`config.mk`:
```
export PLATFORM = sky130hd
export DESIGN_NAME = amfc_top
export DESIGN_NICKNAME = d
export VERILOG_FILES = /design/src/design/amfc_pkg.sv /design/src/design/amfc_fifo.sv /design/src/design/amfc_top.sv
export SDC_FILE = /design/constraint.sdc
export NUM_CORES = 2
export LEC_CHECK = 0
export BUFFER_PORTS_ARGS = -buffer_cell sky130_fd_sc_hd__buf_2
export CAP_MARGIN = 10
export CORE_ASPECT_RATIO = 0.7
export CORE_MARGIN = 5
export CORE_UTILIZATION = 47
export DETAILED_ROUTE_END_ITERATION = 16
export GPL_TIMING_DRIVEN = 0
export PLACE_DENSITY = 0.7
export SKIP_LAST_GASP = 1
export SLEW_MARGIN = 10
export SYNTH_ARGS = -nofsm -noshare
export SYNTH_HDL_FRONTEND = slang
export SYNTH_SLANG_ARGS = --single-unit
```
`constraint.sdc`:
```
create_clock -name i_core_clk -period 4.75 [get_ports i_core_clk]
set_clock_uncertainty 0.2 [all_clocks]
set_input_delay 0.95 -clock i_core_clk [delete_from_list [all_inputs] [get_ports i_core_clk]]
set_output_delay 0.95 -clock i_core_clk [all_outputs]
set_load 0.01 [all_outputs]
```
`src/design/amfc_pkg.sv`:
```
// shared constants and types for the auxiliary measurement controller
package amfc_pkg;
   // register byte offsets (32-bit aligned words)
   localparam logic [7:0] REG_CONVERTER_CTRL = 8'h00;
   localparam logic [7:0] REG_BUFFER_CTRL    = 8'h04;
   localparam logic [7:0] REG_MEAS_CONFIG    = 8'h08;
   localparam logic [7:0] REG_THRESH_LIMITS  = 8'h0C;
   localparam logic [7:0] REG_INTERVAL       = 8'h10;
   localparam logic [7:0] REG_SUPPLY_RESULT  = 8'h14;
   localparam logic [7:0] REG_EXTRA1_RESULT  = 8'h18;
   localparam logic [7:0] REG_EXTRA2_RESULT  = 8'h1C;
   localparam logic [7:0] REG_THERM1_RESULT  = 8'h20;
   localparam logic [7:0] REG_THERM2_RESULT  = 8'h24;
   localparam logic [7:0] REG_FIFO_DATA      = 8'h28;
   localparam logic [7:0] REG_START          = 8'h2C;
   // converter control fields
   localparam int SEQ_LSB  = 0;
   localparam int RES_LSB  = 4;
   localparam int RMODE_LSB = 6;
   // buffer control fields
   localparam int BUF_EN_BIT    = 0;
   localparam int BUF_CONT_BIT  = 1;
   localparam int BUF_RESET_BIT = 2;
   localparam int TRIG_LSB      = 8;
   localparam int BUF_FULL_BIT  = 16;
   localparam int BUF_EMPTY_BIT = 17;
   // measurement configuration fields
   localparam int AUTO_EN_BIT      = 0;
   localparam int THR_IRQ_EN_BIT   = 9;
   localparam int THR_FLAG_BIT     = 16;
   // fifo data word status bits
   localparam int FD_EMPTY_BIT = 30;
   localparam int FD_FULL_BIT  = 31;
   // reset values
   localparam logic [31:0] CONV_CTRL_RST = 32'h0000_0000;
   localparam logic [6:0]  TRIG_RST      = 7'h20;
   localparam logic [31:0] THRESH_RST    = 32'h0FFF_0000;
   localparam logic [31:0] INTERVAL_RST  = 32'h0000_1000;
   // timing
   localparam int CLK_MHZ        = 250;
   localparam int PULSE_US       = 2000;
   localparam int PULSE_CYCLES   = PULSE_US * CLK_MHZ;
   localparam int DIVIDER_RATIO  = 5;
   // sequences
   localparam logic [2:0] SEQ_SUPPLY  = 3'h0;
   localparam logic [2:0] SEQ_EXTRA1  = 3'h1;
   localparam logic [2:0] SEQ_EXTRA2  = 3'h2;
   localparam logic [2:0] SEQ_SCAN    = 3'h3;
   localparam logic [2:0] SEQ_THERM1  = 3'h4;
   localparam logic [2:0] SEQ_THERM2  = 3'h5;
   localparam logic [2:0] SEQ_ALL     = 3'h6;
   typedef enum logic [2:0] {
      CH_SUPPLY, CH_EXTRA1, CH_EXTRA2, CH_THERM1, CH_THERM2
   } amfc_chan_t;
   typedef struct packed {
      logic       start;
      amfc_chan_t chan;
      logic [1:0] res;
      logic       divide;
   } amfc_conv_req_t;
   typedef struct packed {
      logic        done;
      logic [11:0] code;
   } amfc_conv_rsp_t;
endpackage

```
`src/design/amfc_fifo.sv`:
```
// circular result buffer with read, write and trigger pointers
`timescale 1ns/1ps
module amfc_fifo
   import amfc_pkg::*;
#(
   parameter int DEPTH = 64,
   parameter int AW    = 6
) (
   input  wire logic          i_core_clk,
   input  wire logic          i_arst_n,
   input  wire logic          i_ce,
   input  wire logic          i_clear,
   input  wire logic [AW:0]   i_trig_level,
   input  wire logic          i_wr,
   input  wire logic [15:0]   i_wr_data,
   input  wire logic          i_rd,
   output logic [15:0]        o_rd_data,
   output logic               o_empty,
   output logic               o_full,
   output logic               o_trig_hit,
   output logic               o_first_of_set
);
   logic [15:0]   mem [DEPTH];
   logic [AW-1:0] fifo_read_pointer;
   logic [AW-1:0] fifo_write_pointer;
   logic [AW-1:0] fifo_trigger_pointer;
   logic [AW:0]   count;
   logic [AW-1:0] set_start;

   function automatic logic [AW-1:0] wrap_add(input logic [AW-1:0] a, input logic [AW:0] b);
      logic [AW:0] s;
      s = {1'b0, a} + b;
      return s[AW-1:0];
   endfunction

   wire logic [AW-1:0] trig_ptr_init = i_trig_level[AW-1:0];
   wire logic          do_rd = i_rd && (count != '0);
   wire logic          full_now = (count == (AW+1)'(DEPTH));

   assign o_empty    = (count == '0);
   assign o_full     = full_now;
   assign o_rd_data  = mem[fifo_read_pointer];
   assign o_trig_hit = i_wr && (fifo_write_pointer == fifo_trigger_pointer);
   assign o_first_of_set = do_rd && (fifo_read_pointer == set_start);

   always_ff @(posedge i_core_clk) begin
      if (i_ce && i_wr) begin
         mem[fifo_write_pointer] <= i_wr_data;
      end
   end

   always_ff @(posedge i_core_clk or negedge i_arst_n) begin
      if (!i_arst_n) begin
         fifo_read_pointer    <= AW'(1);
         fifo_write_pointer   <= AW'(1);
         fifo_trigger_pointer <= TRIG_RST[AW-1:0];
         set_start            <= AW'(1);
         count                <= '0;
      end else if (i_ce) begin
         if (i_clear) begin
            fifo_read_pointer    <= AW'(1);
            fifo_write_pointer   <= AW'(1);
            fifo_trigger_pointer <= trig_ptr_init;
            set_start            <= AW'(1);
            count                <= '0;
         end else begin
            if (i_wr) begin
               fifo_write_pointer <= wrap_add(fifo_write_pointer, (AW+1)'(1));
               if (o_trig_hit) begin
                  fifo_trigger_pointer <= wrap_add(fifo_trigger_pointer, i_trig_level);
                  set_start            <= wrap_add(fifo_write_pointer, (AW+1)'(1) - i_trig_level);
               end
            end
            if (i_wr && full_now) begin
               fifo_read_pointer <= wrap_add(fifo_read_pointer, (AW+1)'(1));
            end else if (do_rd) begin
               fifo_read_pointer <= wrap_add(fifo_read_pointer, (AW+1)'(1));
            end
            if (i_wr && !full_now && !do_rd) begin
               count <= count + (AW+1)'(1);
            end else if (!i_wr && do_rd) begin
               count <= count - (AW+1)'(1);
            end
         end
      end
   end
endmodule

```
`src/design/amfc_top.sv`:
```
// auxiliary measurement sequencer, threshold check, buffer control and axi4-lite slave
//
// Our own choices: the register addresses and the AXI4-Lite interface to the registers.
`timescale 1ns/1ps
module amfc_top
   import amfc_pkg::*;
#(
   parameter int DEPTH        = 64,
   parameter int AW           = 6,
   parameter int PULSE_LEN    = PULSE_CYCLES
) (
   input  wire logic        i_core_clk,
   input  wire logic        i_arst_n,
   input  wire logic        i_ce,
   // axi4-lite slave
   input  wire logic [7:0]  i_awaddr,
   input  wire logic        i_awvalid,
   output logic             o_awready,
   input  wire logic [31:0] i_wdata,
   input  wire logic [3:0]  i_wstrb,
   input  wire logic        i_wvalid,
   output logic             o_wready,
   output logic [1:0]       o_bresp,
   output logic             o_bvalid,
   input  wire logic        i_bready,
   input  wire logic [7:0]  i_araddr,
   input  wire logic        i_arvalid,
   output logic             o_arready,
   output logic [31:0]      o_rdata,
   output logic [1:0]       o_rresp,
   output logic             o_rvalid,
   input  wire logic        i_rready,
   // converter front end
   output amfc_conv_req_t   o_conv_req,
   input  amfc_conv_rsp_t   i_conv_rsp,
   output logic             o_divider_en,
   output logic             o_int_bias_en,
   output logic             o_ext_bias_en,
   // pins
   output logic             o_data_ready_irq,
   output logic             o_general_pin_one
);
   typedef enum logic [1:0] {ST_IDLE, ST_REQ, ST_WAIT} amfc_state_t;

   logic [31:0] conv_ctrl;
   logic        buf_en, buf_cont;
   logic [AW:0] trig_level;
   logic        auto_en, thr_irq_en, thr_flag;
   logic [31:0] thresh, interval;
   logic [11:0] supply_cell_result, first_extra_result, second_extra_result;
   logic [11:0] thermal_single_result, thermal_diff_result;
   amfc_state_t state;
   logic [2:0]  step;
   logic        is_auto, paused;
   logic [31:0] tick, pulse_cnt;
   logic        aw_held, w_held;
   logic [7:0]  aw_addr;
   logic [31:0] w_data;

   wire logic [2:0]  conversion_sequence_select = conv_ctrl[SEQ_LSB +: 3];
   wire logic [1:0]  res_sel = conv_ctrl[RES_LSB +: 2];
   wire logic [1:0]  rmode   = conv_ctrl[RMODE_LSB +: 2];

   // decode sequence step into channel; scan order battery, extra1, extra2
   function automatic amfc_chan_t seq_chan(input logic [2:0] sel, input logic [2:0] s);
      case (sel)
         SEQ_SUPPLY: return CH_SUPPLY;
         SEQ_EXTRA1: return CH_EXTRA1;
         SEQ_EXTRA2: return CH_EXTRA2;
         SEQ_THERM1: return CH_THERM1;
         SEQ_THERM2: return CH_THERM2;
         SEQ_SCAN:   return amfc_chan_t'(s);
         SEQ_ALL:    return amfc_chan_t'(s);
         default:    return CH_SUPPLY;
      endcase
   endfunction

   function automatic logic [2:0] seq_len(input logic [2:0] sel);
      case (sel)
         SEQ_SCAN: return 3'h3;
         SEQ_ALL:  return 3'h5;
         default:  return 3'h1;
      endcase
   endfunction

   // mask the code down to the programmed resolution, unsigned, msb aligned at bit 11
   function automatic logic [11:0] res_mask(input logic [11:0] c, input logic [1:0] r);
      case (r)
         2'h1:    return {c[11:2], 2'h0};
         2'h2:    return {c[11:4], 4'h0};
         default: return c;
      endcase
   endfunction

   // write channel
   wire logic aw_ok   = aw_held || i_awvalid;
   wire logic w_ok    = w_held || i_wvalid;
   wire logic wr_fire = aw_ok && w_ok && !o_bvalid;
   wire logic [7:0]  wr_addr = aw_held ? aw_addr : i_awaddr;
   wire logic [31:0] wr_dat  = w_held ? w_data : i_wdata;
   wire logic        wr_lo   = i_wstrb[0] || w_held;
   wire logic rd_fire = i_arvalid && o_arready;
   wire logic rd_fifo = rd_fire && (i_araddr == REG_FIFO_DATA);
   wire logic rd_cfg  = rd_fire && (i_araddr == REG_MEAS_CONFIG);
   wire logic buf_clr = wr_fire && (wr_addr == REG_BUFFER_CTRL) && wr_dat[BUF_RESET_BIT];
   wire logic host_start = wr_fire && (wr_addr == REG_START);
   wire logic [6:0]  lvl_wr     = wr_dat[TRIG_LSB +: 7];
   wire logic [AW:0] new_level  = (lvl_wr == 7'h00) ? (AW+1)'(1) :
                                  (lvl_wr > 7'(DEPTH)) ? (AW+1)'(DEPTH) : (AW+1)'(lvl_wr);
   wire logic [AW:0] fifo_level = buf_clr ? new_level : trig_level;

   // fifo
   logic [15:0] f_rdata;
   logic        f_empty, f_full, f_trig, f_first;
   amfc_chan_t  cur_chan;
   wire logic   conv_done = (state == ST_WAIT) && i_conv_rsp.done;
   wire logic [11:0] code = res_mask(i_conv_rsp.code, res_sel);
   wire logic   f_wr = conv_done && buf_en;

   amfc_fifo #(.DEPTH(DEPTH), .AW(AW)) u_fifo (
      .i_core_clk     (i_core_clk),
      .i_arst_n       (i_arst_n),
      .i_ce           (i_ce),
      .i_clear        (buf_clr),
      .i_trig_level   (fifo_level),
      .i_wr           (f_wr),
      .i_wr_data      ({1'b0, cur_chan, code}),
      .i_rd           (rd_fifo),
      .o_rd_data      (f_rdata),
      .o_empty        (f_empty),
      .o_full         (f_full),
      .o_trig_hit     (f_trig),
      .o_first_of_set (f_first)
   );

   // threshold check on auto results
   wire logic [11:0] thr_min = thresh[11:0];
   wire logic [11:0] thr_max = thresh[27:16];
   wire logic out_of_range = conv_done && is_auto && ((code < thr_min) || (code > thr_max));
   wire logic interval_hit = auto_en && (tick >= interval) && (interval != '0);
   wire logic auto_start = interval_hit && (state == ST_IDLE);
   wire logic buf_start  = buf_en && !paused && (state == ST_IDLE) && !buf_clr;
   wire logic go = (state == ST_IDLE) && (host_start || auto_start || buf_start);
   wire logic last_step = (step + 3'h1) == seq_len(conversion_sequence_select);

   assign cur_chan = seq_chan(conversion_sequence_select, step);

   // register read mux
   logic [31:0] rd_mux;
   always_comb begin
      rd_mux = 32'h0000_0000;
      case (i_araddr)
         REG_CONVERTER_CTRL: rd_mux = conv_ctrl;
         REG_BUFFER_CTRL:    rd_mux = {14'h0, f_empty, f_full, 1'b0, trig_level, 5'h0,
                                       1'b0, buf_cont, buf_en};
         REG_MEAS_CONFIG:    rd_mux = {15'h0, thr_flag, 6'h0, thr_irq_en, 8'h0, auto_en};
         REG_THRESH_LIMITS:  rd_mux = thresh;
         REG_INTERVAL:       rd_mux = interval;
         REG_SUPPLY_RESULT:  rd_mux = {20'h0, supply_cell_result};
         REG_EXTRA1_RESULT:  rd_mux = {20'h0, first_extra_result};
         REG_EXTRA2_RESULT:  rd_mux = {20'h0, second_extra_result};
         REG_THERM1_RESULT:  rd_mux = {20'h0, thermal_single_result};
         REG_THERM2_RESULT:  rd_mux = {20'h0, thermal_diff_result};
         REG_FIFO_DATA:      rd_mux = {f_full, f_empty, 14'h0, f_rdata};
         default:            rd_mux = 32'h0000_0000;
      endcase
   end
   wire logic rd_hit = (i_araddr <= REG_START) && (i_araddr[1:0] == 2'h0);

   // axi handshakes
   always_ff @(posedge i_core_clk or negedge i_arst_n) begin
      if (!i_arst_n) begin
         aw_held <= 1'b0;
         w_held  <= 1'b0;
         aw_addr <= 8'h00;
         w_data  <= 32'h0000_0000;
         o_bvalid <= 1'b0;
         o_bresp  <= 2'h0;
         o_rvalid <= 1'b0;
         o_rresp  <= 2'h0;
         o_rdata  <= 32'h0000_0000;
      end else if (i_ce) begin
         if (wr_fire) begin
            aw_held  <= 1'b0;
            w_held   <= 1'b0;
            o_bvalid <= 1'b1;
            o_bresp  <= (wr_addr <= REG_START && wr_addr[1:0] == 2'h0) ? 2'h0 : 2'h2;
         end else begin
            if (i_awvalid && o_awready) begin
               aw_held <= 1'b1;
               aw_addr <= i_awaddr;
            end
            if (i_wvalid && o_wready) begin
               w_held <= 1'b1;
               w_data <= i_wstrb[0] ? i_wdata : 32'h0000_0000;
            end
            if (o_bvalid && i_bready) begin
               o_bvalid <= 1'b0;
            end
         end
         if (rd_fire) begin
            o_rvalid <= 1'b1;
            o_rdata  <= rd_mux;
            o_rresp  <= rd_hit ? 2'h0 : 2'h2;
         end else if (o_rvalid && i_rready) begin
            o_rvalid <= 1'b0;
         end
      end
   end
   assign o_awready = !aw_held && !o_bvalid;
   assign o_wready  = !w_held && !o_bvalid;
   assign o_arready = !o_rvalid;

   // configuration registers, thresholds and interval included: a lane 0 strobe loads the whole word, held write data without it loads zero (trigger level one)
   always_ff @(posedge i_core_clk or negedge i_arst_n) begin
      if (!i_arst_n) begin
         conv_ctrl  <= CONV_CTRL_RST;
         buf_en     <= 1'b0;
         buf_cont   <= 1'b0;
         trig_level <= TRIG_RST;
         auto_en    <= 1'b0;
         thr_irq_en <= 1'b0;
         thresh     <= THRESH_RST;
         interval   <= INTERVAL_RST;
      end else if (i_ce && wr_fire && wr_lo) begin
         case (wr_addr)
            REG_CONVERTER_CTRL: conv_ctrl <= wr_dat;
            REG_BUFFER_CTRL: begin
               buf_en     <= wr_dat[BUF_EN_BIT];
               buf_cont   <= wr_dat[BUF_CONT_BIT];
               trig_level <= new_level;
            end
            REG_MEAS_CONFIG: begin
               auto_en    <= wr_dat[AUTO_EN_BIT];
               thr_irq_en <= wr_dat[THR_IRQ_EN_BIT];
            end
            REG_THRESH_LIMITS: thresh   <= wr_dat;
            REG_INTERVAL:      interval <= wr_dat;
            default: ;
         endcase
      end
   end

   // conversion sequencer
   always_ff @(posedge i_core_clk or negedge i_arst_n) begin
      if (!i_arst_n) begin
         state      <= ST_IDLE;
         step       <= 3'h0;
         is_auto    <= 1'b0;
         o_conv_req <= '0;
         o_divider_en <= 1'b0;
         tick       <= 32'h0000_0000;
      end else if (i_ce) begin
         tick <= (interval_hit || !auto_en) ? 32'h0000_0000 : tick + 32'h0000_0001;
         case (state)
            ST_IDLE: begin
               o_conv_req.start <= 1'b0;
               if (go) begin
                  step    <= 3'h0;
                  is_auto <= auto_start;
                  state   <= ST_REQ;
               end
            end
            ST_REQ: begin
               o_conv_req.start  <= 1'b1;
               o_conv_req.chan   <= cur_chan;
               o_conv_req.res    <= res_sel;
               o_conv_req.divide <= (cur_chan == CH_SUPPLY);
               o_divider_en      <= (cur_chan == CH_SUPPLY);
               state             <= ST_WAIT;
            end
            ST_WAIT: begin
               o_conv_req.start <= 1'b0;
               if (i_conv_rsp.done) begin
                  o_divider_en <= 1'b0;
                  if (last_step) begin
                     state <= ST_IDLE;
                  end else begin
                     step  <= step + 3'h1;
                     state <= ST_REQ;
                  end
               end
            end
            default: state <= ST_IDLE;
         endcase
      end
   end

   // result registers
   always_ff @(posedge i_core_clk or negedge i_arst_n) begin
      if (!i_arst_n) begin
         supply_cell_result    <= 12'h000;
         first_extra_result    <= 12'h000;
         second_extra_result   <= 12'h000;
         thermal_single_result <= 12'h000;
         thermal_diff_result   <= 12'h000;
      end else if (i_ce && conv_done) begin
         case (cur_chan)
            CH_SUPPLY: supply_cell_result    <= code;
            CH_EXTRA1: first_extra_result    <= code;
            CH_EXTRA2: second_extra_result   <= code;
            CH_THERM1: thermal_single_result <= code;
            CH_THERM2: thermal_diff_result   <= code;
            default: ;
         endcase
      end
   end

   // buffer interrupt, threshold flag and pulse
   always_ff @(posedge i_core_clk or negedge i_arst_n) begin
      if (!i_arst_n) begin
         o_data_ready_irq  <= 1'b0;
         paused            <= 1'b0;
         thr_flag          <= 1'b0;
         pulse_cnt         <= 32'h0000_0000;
         o_general_pin_one <= 1'b0;
         o_int_bias_en     <= 1'b0;
         o_ext_bias_en     <= 1'b0;
      end else if (i_ce) begin
         o_int_bias_en <= rmode == 2'h2;
         o_ext_bias_en <= rmode == 2'h1;
         if (buf_clr || !buf_en) begin
            o_data_ready_irq <= 1'b0;
            paused           <= 1'b0;
         end else if (f_wr && f_trig) begin
            o_data_ready_irq <= 1'b1;
            paused           <= !buf_cont;
         end else if (buf_cont && (f_wr || rd_fifo)) begin
            o_data_ready_irq <= 1'b0;
         end else if (!buf_cont && f_first) begin
            o_data_ready_irq <= 1'b0;
            paused           <= 1'b0;
         end
         // set wins over read-clear
         if (out_of_range) begin
            thr_flag <= 1'b1;
         end else if (rd_cfg) begin
            thr_flag <= 1'b0;
         end
         if (out_of_range && thr_irq_en) begin
            pulse_cnt         <= 32'(PULSE_LEN);
            o_general_pin_one <= 1'b1;
         end else if (pulse_cnt > 32'h0000_0001) begin
            pulse_cnt <= pulse_cnt - 32'h0000_0001;
         end else begin
            pulse_cnt         <= 32'h0000_0000;
            o_general_pin_one <= 1'b0;
         end
      end
   end
endmodule

```
* After elaboration in Yosys (flattened, before gate mapping)
Memories as Yosys holds them, arrays and structs flattened.
Index checks and enable logic that the tools add are counted.
** Word-level totals
- Input port bits :: 73
- Memory bits (writable) :: 960
- Flip-flop bits (word level) :: 362
- Memories kept :: 1
** Memories
- u_fifo.mem :: depth 64, width 15, rd ports 1, clocked after memory_dff 0, wr ports 1, line amfc_fifo.sv:23 : logic [15:0] mem [DEPTH];
** Operators by class
- Reduce and logical (&&, ||, !) cells :: 121
- Muxes and demuxes :: 61
- Magnitude comparators :: 7
- Add/sub/neg operators :: 10
- Equal/unequal tests :: 40
- Bitwise logic cells :: 1
** Operators with widths (number)
- $pmux W32 S11 :: 1
- $mux W32 :: 5
- $mux W6 :: 12
- $reduce_and A2 Y1 :: 24
- $logic_and A1 B1 Y1 :: 42
- $eq A8 B5 Y1 const B :: 5
- $mux W7 :: 5
- $add A32 B1 Y32 const B :: 1
- $eq A8 B4 Y1 const B :: 4
- $eq A8 B6 Y1 const B :: 4
- $ge A32 B32 Y1 :: 1
- $gt A32 B1 Y1 const B :: 1
- $reduce_bool A32 Y1 :: 1
- $sub A32 B1 Y32 const B :: 1
- $mux W1 :: 23
- $reduce_and A3 Y1 :: 7
- $reduce_bool A2 Y1 :: 10
- $eq A8 B3 Y1 const B :: 2
- $le A8 B6 Y1 const B :: 2
- $logic_not A8 Y1 :: 2
- $pmux W3 S5 :: 1
- $logic_not A7 Y1 :: 2
- $add A6 B1 Y6 const B :: 2
- $add A6 B6 Y6 :: 2
- 34 further kinds :: 80

* Logic depth before layout (Yosys ltp)
- Depth after elaboration :: 11
- Mapped depth :: 17
- Mapped depth without buffers :: 16

* By module
Synthesis repeated with hierarchy kept, for this count alone.
** Second synthesis, totals
- Cell total of the unflattened synthesis :: 3838
- Area, all modules :: 58259.6 um^2
** By module, submodules not included
- amfc_fifo :: cells an instance 2125, instances 1, area each 41675.0 um^2, sequential area each 31530.2 um^2
- amfc_top :: cells an instance 1713, instances 1, area each 16584.7 um^2, sequential area each 8250.4 um^2

* Least setup slack after synthesis
Ideal clock, no wire load.
- Path kind :: input -> register
- Start point :: in i_awaddr[4]
- End point :: reg u_fifo.set_start[5]
- Arrival :: 4.097 ns
- Setup slack :: 0.322 ns
- Cell stages on the path :: 15
- Buffers on the path :: 2
- Required time :: 4.420 ns
- Path through :: nor4_1 a32oi_1 or4_1 clkbuf_1 buf_1 a21oi_1 inv_1 ha_1 inv_1 ha_1 fa_1 a21o_1 a21oi_1 xnor2_1 o21ai_0
** Between the ends
- Cells in the longest elaborated chain, start to end :: 10
** Ends and longest elaborated chain
- from (decl) :: line amfc_top.sv:16 : input wire logic [7:0] i_awaddr,
- $mux W8 (*) :: line amfc_top.sv:99 : wire logic [7:0] wr_addr = aw_held ? aw_addr : i_awaddr;
- $eq A8 B3 Y1 (*) :: line amfc_top.sv:105 : wire logic buf_clr = wr_fire && (wr_addr == REG_BUFFER_CTRL) && wr_dat[BUF_RESET_BIT];
- $logic_and A1 B1 Y1 (*) (2 in a row) :: line amfc_top.sv:105
- $mux W6 :: line amfc_top.sv:110 : wire logic [AW:0] fifo_level = buf_clr ? new_level : trig_level;
- $sub A1 B6 Y6 :: line amfc_fifo.sv:71 : set_start <= wrap_add(fifo_write_pointer, (AW+1)'(1) - i_trig_level);
- $add A6 B6 Y6 :: line amfc_fifo.sv:32 : s = {1'b0, a} + b;
- $mux W6 :: line amfc_fifo.sv:69 : if (o_trig_hit) begin
- $mux W6 :: line amfc_fifo.sv:67 : if (i_wr) begin
- $mux W6 :: line amfc_fifo.sv:60 : if (i_clear) begin
- to (signal assigned) :: line amfc_fifo.sv:71
- to (decl) :: line amfc_fifo.sv:28 : logic [AW-1:0] set_start;
Mark *: on every way between the ends. The rest lies on a longest branch, timed or not. The select of a mux whose other input is x is not followed.
A chain may end at the register's enable or synchronous reset.

* Final worst setup path
- Start point :: reg u_fifo.fifo_read_pointer[2]
- End point :: reg o_rdata[14]
** Between the ends
- Cells in the longest elaborated chain, start to end :: 2
** Ends and longest elaborated chain
- from (decl) :: line amfc_fifo.sv:24 : logic [AW-1:0] fifo_read_pointer;
- from (signal assigned) :: line amfc_fifo.sv:75 : fifo_read_pointer <= wrap_add(fifo_read_pointer, (AW+1)'(1));
- from (signal assigned) :: line amfc_fifo.sv:77 : fifo_read_pointer <= wrap_add(fifo_read_pointer, (AW+1)'(1));
- $mem_v2 Z64 W15
- $pmux W32 S11 :: line amfc_top.sv:152 : case (i_araddr)
- to (signal assigned) :: line amfc_top.sv:203 : o_rdata <= rd_mux;
- to (decl) :: line amfc_top.sv:29 : output logic [31:0] o_rdata,
No other way between the ends.

==> run_summary.xml <==
<?xml version="1.0" encoding="UTF-8"?>
<metrics>
  <group name="status">
    <metric name="status" unit="">finished, violations left</metric>
    <metric name="violated_checks" unit="">negative setup slack</metric>
  </group>
  <group name="floorplanning">
    <metric name="rows" unit="">105</metric>
    <metric name="floorplan.initialDensity" unit="%">47.14</metric>
    <metric name="floorplan.die.height" unit="microns">296.3</metric>
    <metric name="num_ports" unit="">126</metric>
    <metric name="design.die.area" unit="sq um">124200</metric>
    <metric name="design.core.area" unit="sq um">116800</metric>
    <metric name="floorplan.die.width" unit="microns">419.1</metric>
  </group>
  <group name="pwr">
    <metric name="max-vdd-ir-drop" unit="V">0.0003159</metric>
    <metric name="sw_frac_of_total" unit="%">27.45</metric>
    <metric name="power_frac_comb" unit="%">15.5</metric>
    <metric name="p_per_area" unit="nW/um^2">453.1</metric>
    <metric name="p_switching" unit="mW">7.834</metric>
    <metric name="p_seq_share" unit="%">49.7</metric>
    <metric name="power.internal" unit="mW">20.70</metric>
    <metric name="leakage" unit="nW">22.38</metric>
    <metric name="clkPwrFrac" unit="%">34.8</metric>
  </group>
  <group name="detailed_routing">
    <metric name="first_pass_iters" unit="">9</metric>
    <metric name="drcViolationCount" unit="">0</metric>
    <metric name="avgRoutedWirePerCell" unit="microns">27.43</metric>
    <metric name="detail_route.iter0.violations" unit="">4610</metric>
    <metric name="vias_per_cell" unit="">6.210</metric>
    <metric name="route.vias.total" unit="">34050</metric>
    <metric name="finalWirelength" unit="mm">150.4</metric>
    <metric name="antenna_viol_nets_final" unit="">0</metric>
  </group>
  <group name="setup_path">
    <metric name="path_max_fanout" unit="">10</metric>
    <metric name="worst_r2r_path_depth" unit="">10</metric>
    <metric name="worst-r2r-setup-slack" unit="ns">-0.08</metric>
    <metric name="crit_family" unit="">buffers and inverters</metric>
    <metric name="regToRegEndpoint" unit="">o_rdata[14]</metric>
    <metric name="critical_path.startpoint_type" unit="">flop</metric>
    <metric name="crit_path_cell_trace" unit="">clkdlybuf4s15_1 &gt; nor2b_1 &gt; clkbuf_1 &gt; clkbuf_1 &gt; a22oi_1 &gt; a21oi_1 &gt; a211oi_1 &gt; a21oi_1 &gt; nand3_1 &gt; nand2_1</metric>
    <metric name="timing.critical_path.to" unit="">o_rdata[14]</metric>
    <metric name="longest_individual_stage_delay_on_the_worst_path" unit="ns">0.84</metric>
    <metric name="critical_path.endpoint_type" unit="">flop</metric>
    <metric name="cpMaxStageDelayCell" unit="">clkdlybuf4s15_1</metric>
    <metric name="critPathKind" unit="">flop to flop</metric>
    <metric name="worst-endpoint-arrival" unit="ns">5.31</metric>
    <metric name="crit-reg2reg-launch" unit="">u_fifo.fifo_read_pointer[2]</metric>
    <metric name="startpoint" unit="">u_fifo.fifo_read_pointer[2]</metric>
    <metric name="cp_depth" unit="">10</metric>
    <metric name="worstPathBufferInverterCount" unit="">3</metric>
    <metric name="cp.required" unit="ns">5.23</metric>
  </group>
  <group name="grt">
    <metric name="grt_pass1_wl" unit="mm">221.2</metric>
    <metric name="grt_start_max_net_pins" unit="">114</metric>
    <metric name="grt_antenna_before_repair" unit="">3</metric>
    <metric name="number_of_global_route_vias_before_repair" unit="">33015</metric>
    <metric name="grt-ovfl-total" unit="">0</metric>
    <metric name="globalRouteTotalUtil" unit="%">24.16</metric>
  </group>
  <group name="yosys">
    <metric name="synth-seq-area-share" unit="%">68.77</metric>
    <metric name="synth_edf_count" unit="">960</metric>
    <metric name="synth_top_flop_cell" unit="">edfxtp_1</metric>
    <metric name="synth_top_area_share" unit="%">52.36</metric>
    <metric name="synth_area_leaders" unit="">edfxtp_1, dfrtp_1, mux4_2</metric>
    <metric name="mappedNetlistArea" unit="sq um">55050</metric>
    <metric name="ys_seq_elements" unit="">1320</metric>
    <metric name="synth_largest_area_cell" unit="">edfxtp_1</metric>
    <metric name="synthDistinctLibCells" unit="">77</metric>
    <metric name="syn-instance-count" unit="">3519</metric>
    <metric name="synth_warnings" unit="">0</metric>
    <metric name="synth_area_per_cell" unit="sq um">15.64</metric>
    <metric name="async_s_r_ff_share_synth" unit="%">27.27</metric>
  </group>
  <group name="sta">
    <metric name="fmaxAchievable" unit="MHz">206.9</metric>
    <metric name="setup_repair_after_global_routing_missed_its_margin" unit="">no</metric>
    <metric name="transition_at_the_pin_with_the_smallest_max_transition_slack" unit="ns">1.237</metric>
    <metric name="slew-limit-headroom" unit="%">15.17</metric>
    <metric name="min_period" unit="ns">4.833</metric>
    <metric name="layout_setup_ws" unit="ns">-0.08277</metric>
    <metric name="setup_viol_count_final" unit="">1</metric>
    <metric name="finalCritPeriodShare" unit="%">101.7</metric>
    <metric name="final_number_of_hold_violating_endpoints" unit="">0</metric>
    <metric name="worst_hold_slack" unit="ns">0.2524</metric>
    <metric name="maxSlewViolCount" unit="">0</metric>
    <metric name="fin_tns_setup" unit="ns">-0.08277</metric>
  </group>
  <group name="clock_tree">
    <metric name="ctsRootBufferMaster" unit="">clkbuf_16</metric>
    <metric name="cts.path.max_buffers" unit="">3</metric>
    <metric name="clock_sinks" unit="">1320</metric>
    <metric name="worst_skew_pair.late_latency" unit="ns">0.75</metric>
    <metric name="cts_h_tree_depth" unit="">3</metric>
    <metric name="tritoncts.num_buffers" unit="">120</metric>
    <metric name="clk_pin_slew_worst_paths" unit="ns">0.07</metric>
    <metric name="post_cts_buffers" unit="">0</metric>
    <metric name="cts_tree" unit="">built</metric>
  </group>
  <group name="placement">
    <metric name="dp_hpwl" unit="mm">105.5</metric>
    <metric name="port_buffers" unit="">119</metric>
    <metric name="gpl.final_weighted_congestion" unit="">0.9578</metric>
  </group>
  <group name="worst_hold_path">
    <metric name="worstHoldPathCells" unit="">3</metric>
    <metric name="hold_path_class" unit="">primary input to flop</metric>
  </group>
  <group name="flow_run">
    <metric name="drv.max_cap_violation_count" unit="">0</metric>
  </group>
  <group name="final_layout">
    <metric name="syn_to_final_growth" unit="%">14.39</metric>
    <metric name="design.final.nets" unit="">3981</metric>
    <metric name="share_of_layout_cells_above_drive_strength_1" unit="%">21.41</metric>
  </group>
</metrics>
## logic make-up after synthesis
logic type / Yosys count / synth area share (%)
mux: 346 / 12.03
buf+inv: 299 / 2.157
other cells: 1 / 0.006812
xor+xnor: 86 / 1.368
compound gates: 626 / 7.255
flops: 1320 / 68.77
simple gates: 757 / 6.459
fa+ha+maj: 84 / 1.950
## cell usage after synthesis (8+ instances only)
| library cell | number |
|---|---|
| edfxtp_1 | 960 |
| dfrtp_1 | 342 |
| nor2_1 | 270 |
| mux4_2 | 246 |
| nand2_1 | 222 |
| a21oi_1 | 211 |
| a22oi_1 | 146 |
| clkbuf_1 | 138 |
| o21ai_0 | 117 |
| inv_1 | 100 |
| ha_1 | 81 |
| mux2_2 | 67 |
| nand3_1 | 58 |
| nor3_1 | 54 |
| xnor2_1 | 51 |
| buf_2 | 37 |
| xor2_1 | 35 |
| mux2i_1 | 33 |
| nand4_1 | 24 |
| nor4_1 | 23 |
| a222oi_1 | 22 |
| a211oi_1 | 19 |
| a21o_1 | 19 |
| buf_1 | 18 |
| dfstp_2 | 18 |
| nor2b_1 | 14 |
| o31ai_1 | 12 |
| or4_1 | 12 |
| a211o_1 | 10 |
| a22o_1 | 10 |
| a31oi_1 | 10 |
| a221oi_1 | 8 |
| a41oi_1 | 8 |
| and2_1 | 8 |
| or2_2 | 8 |
| or3_1 | 8 |
## worst reg2reg max path: cells and delay by family (launching register included)
family,cells,cell delay [ns]
and+or+nand+nor,3,0.54
buffers and inverters,3,2.30
AOI/OAI and AO/OA,4,1.25
DFF,1,0.46
## metal layers
metal	wire, microns	vias up	global-route usage (%)
li1	-	14290	-
met2	62600	2056	33.05
met4	4490	2	7.127
met5	146	-	0.8286
met1	63650	17451	36.44
met3	19500	251	8.544
## power by group through the flow
stage	Sequential [mW]	Combinational, mW	Clock (mW)
final	14.2	4.42	9.94
after global routing	14.2	4.84	10.5
after CTS	14.1	4.35	10.0
after detailed placement	14.4	4.33	0
after global placement	14.4	4.10	0
after floorplan	14.1	2.82	0
## per-stage QoR
step	area [sq um]	utilization [%]	worst slack, ns	cells	total power [mW]
after floorplan	55060	-	0.3222	3520	16.93
after global placement	57590	49.31	-4.677	5190	18.47
after detailed placement	58860	50.40	-0.5368	5254	18.68
after CTS	62920	53.87	0.05518	5481	28.52
after global routing	62960	53.91	0.001658	5479	29.62
final	62970	53.92	-0.08277	5483	28.54
## sequential cells by signal (all words and copies together) (netlist names), 2 cells and up
register	cells
u_fifo.mem	960
thermal_single_result	12
first_extra_result	12
step	3
pulse_cnt	32
tick	32
thermal_diff_result	12
second_extra_result	12
supply_cell_result	12
o_conv_req	7
u_fifo.fifo_trigger_pointer	6
u_fifo.fifo_write_pointer	6
trig_level	7
u_fifo.count	7
interval	32
thresh	32
o_rdata	32
aw_addr	8
w_data	32
u_fifo.fifo_read_pointer	6
conv_ctrl	32
u_fifo.set_start	6
state	2
## timing repair
| item | 4_1_cts | 5_1_grt |
|---|---|---|
| endpoints found under the setup margin | 32 | 44 |
| gates resized for setup | 2 | 13 |
| gates cloned | 0 | 0 |
| hold buffers | 1 | 0 |
| hold endpoints to repair | 56 | 0 |
## placed cells by master, fill, tap and decap left out, types with 19 or more instances in the layout
cell / count
a21oi_1: 210
a22oi_1: 146
clkinv_1: 26
dfrtp_1: 342
xnor2_1: 51
mux4_2: 246
nor4_1: 20
nor3_1: 54
mux2_2: 67
nand2_1: 222
clkbuf_16: 122
inv_1: 94
a211oi_1: 19
o21ai_0: 117
clkbuf_1: 159
nand3_1: 58
buf_2: 148
nor2_2: 63
buf_8: 44
mux2i_1: 30
nor2_1: 207
nand4_1: 24
a222oi_1: 22
ha_1: 81
xor2_1: 35
clkinv_2: 19
a21o_1: 19
edfxtp_1: 960
## worst min-delay path by stage
stage                        startpoint            end  slack, ns
after floorplan                  paused         paused       0.25
after global placement       w_data[21]     w_data[21]       0.26
after detailed placement  o_conv_req[5]  o_conv_req[5]       0.27
after CTS                   i_wdata[24]     w_data[24]       0.22
after global routing        i_wdata[16]     w_data[16]       0.25
final                        i_wdata[2]      w_data[2]       0.25
## area by class of cell
class                      count  area (sq um)
fill                        9061         53820
timing repair buffer         185          1700
antenna                        4         10.01
clock inverter                67         743.2
buffer                       195         819.5
sequential                  1320         37860
inverter                     101         379.1
multi-input combinational   1901         16230
tap                         1551          1941
clock buffer                 159          3296
(Power assumes the default switching activity.)
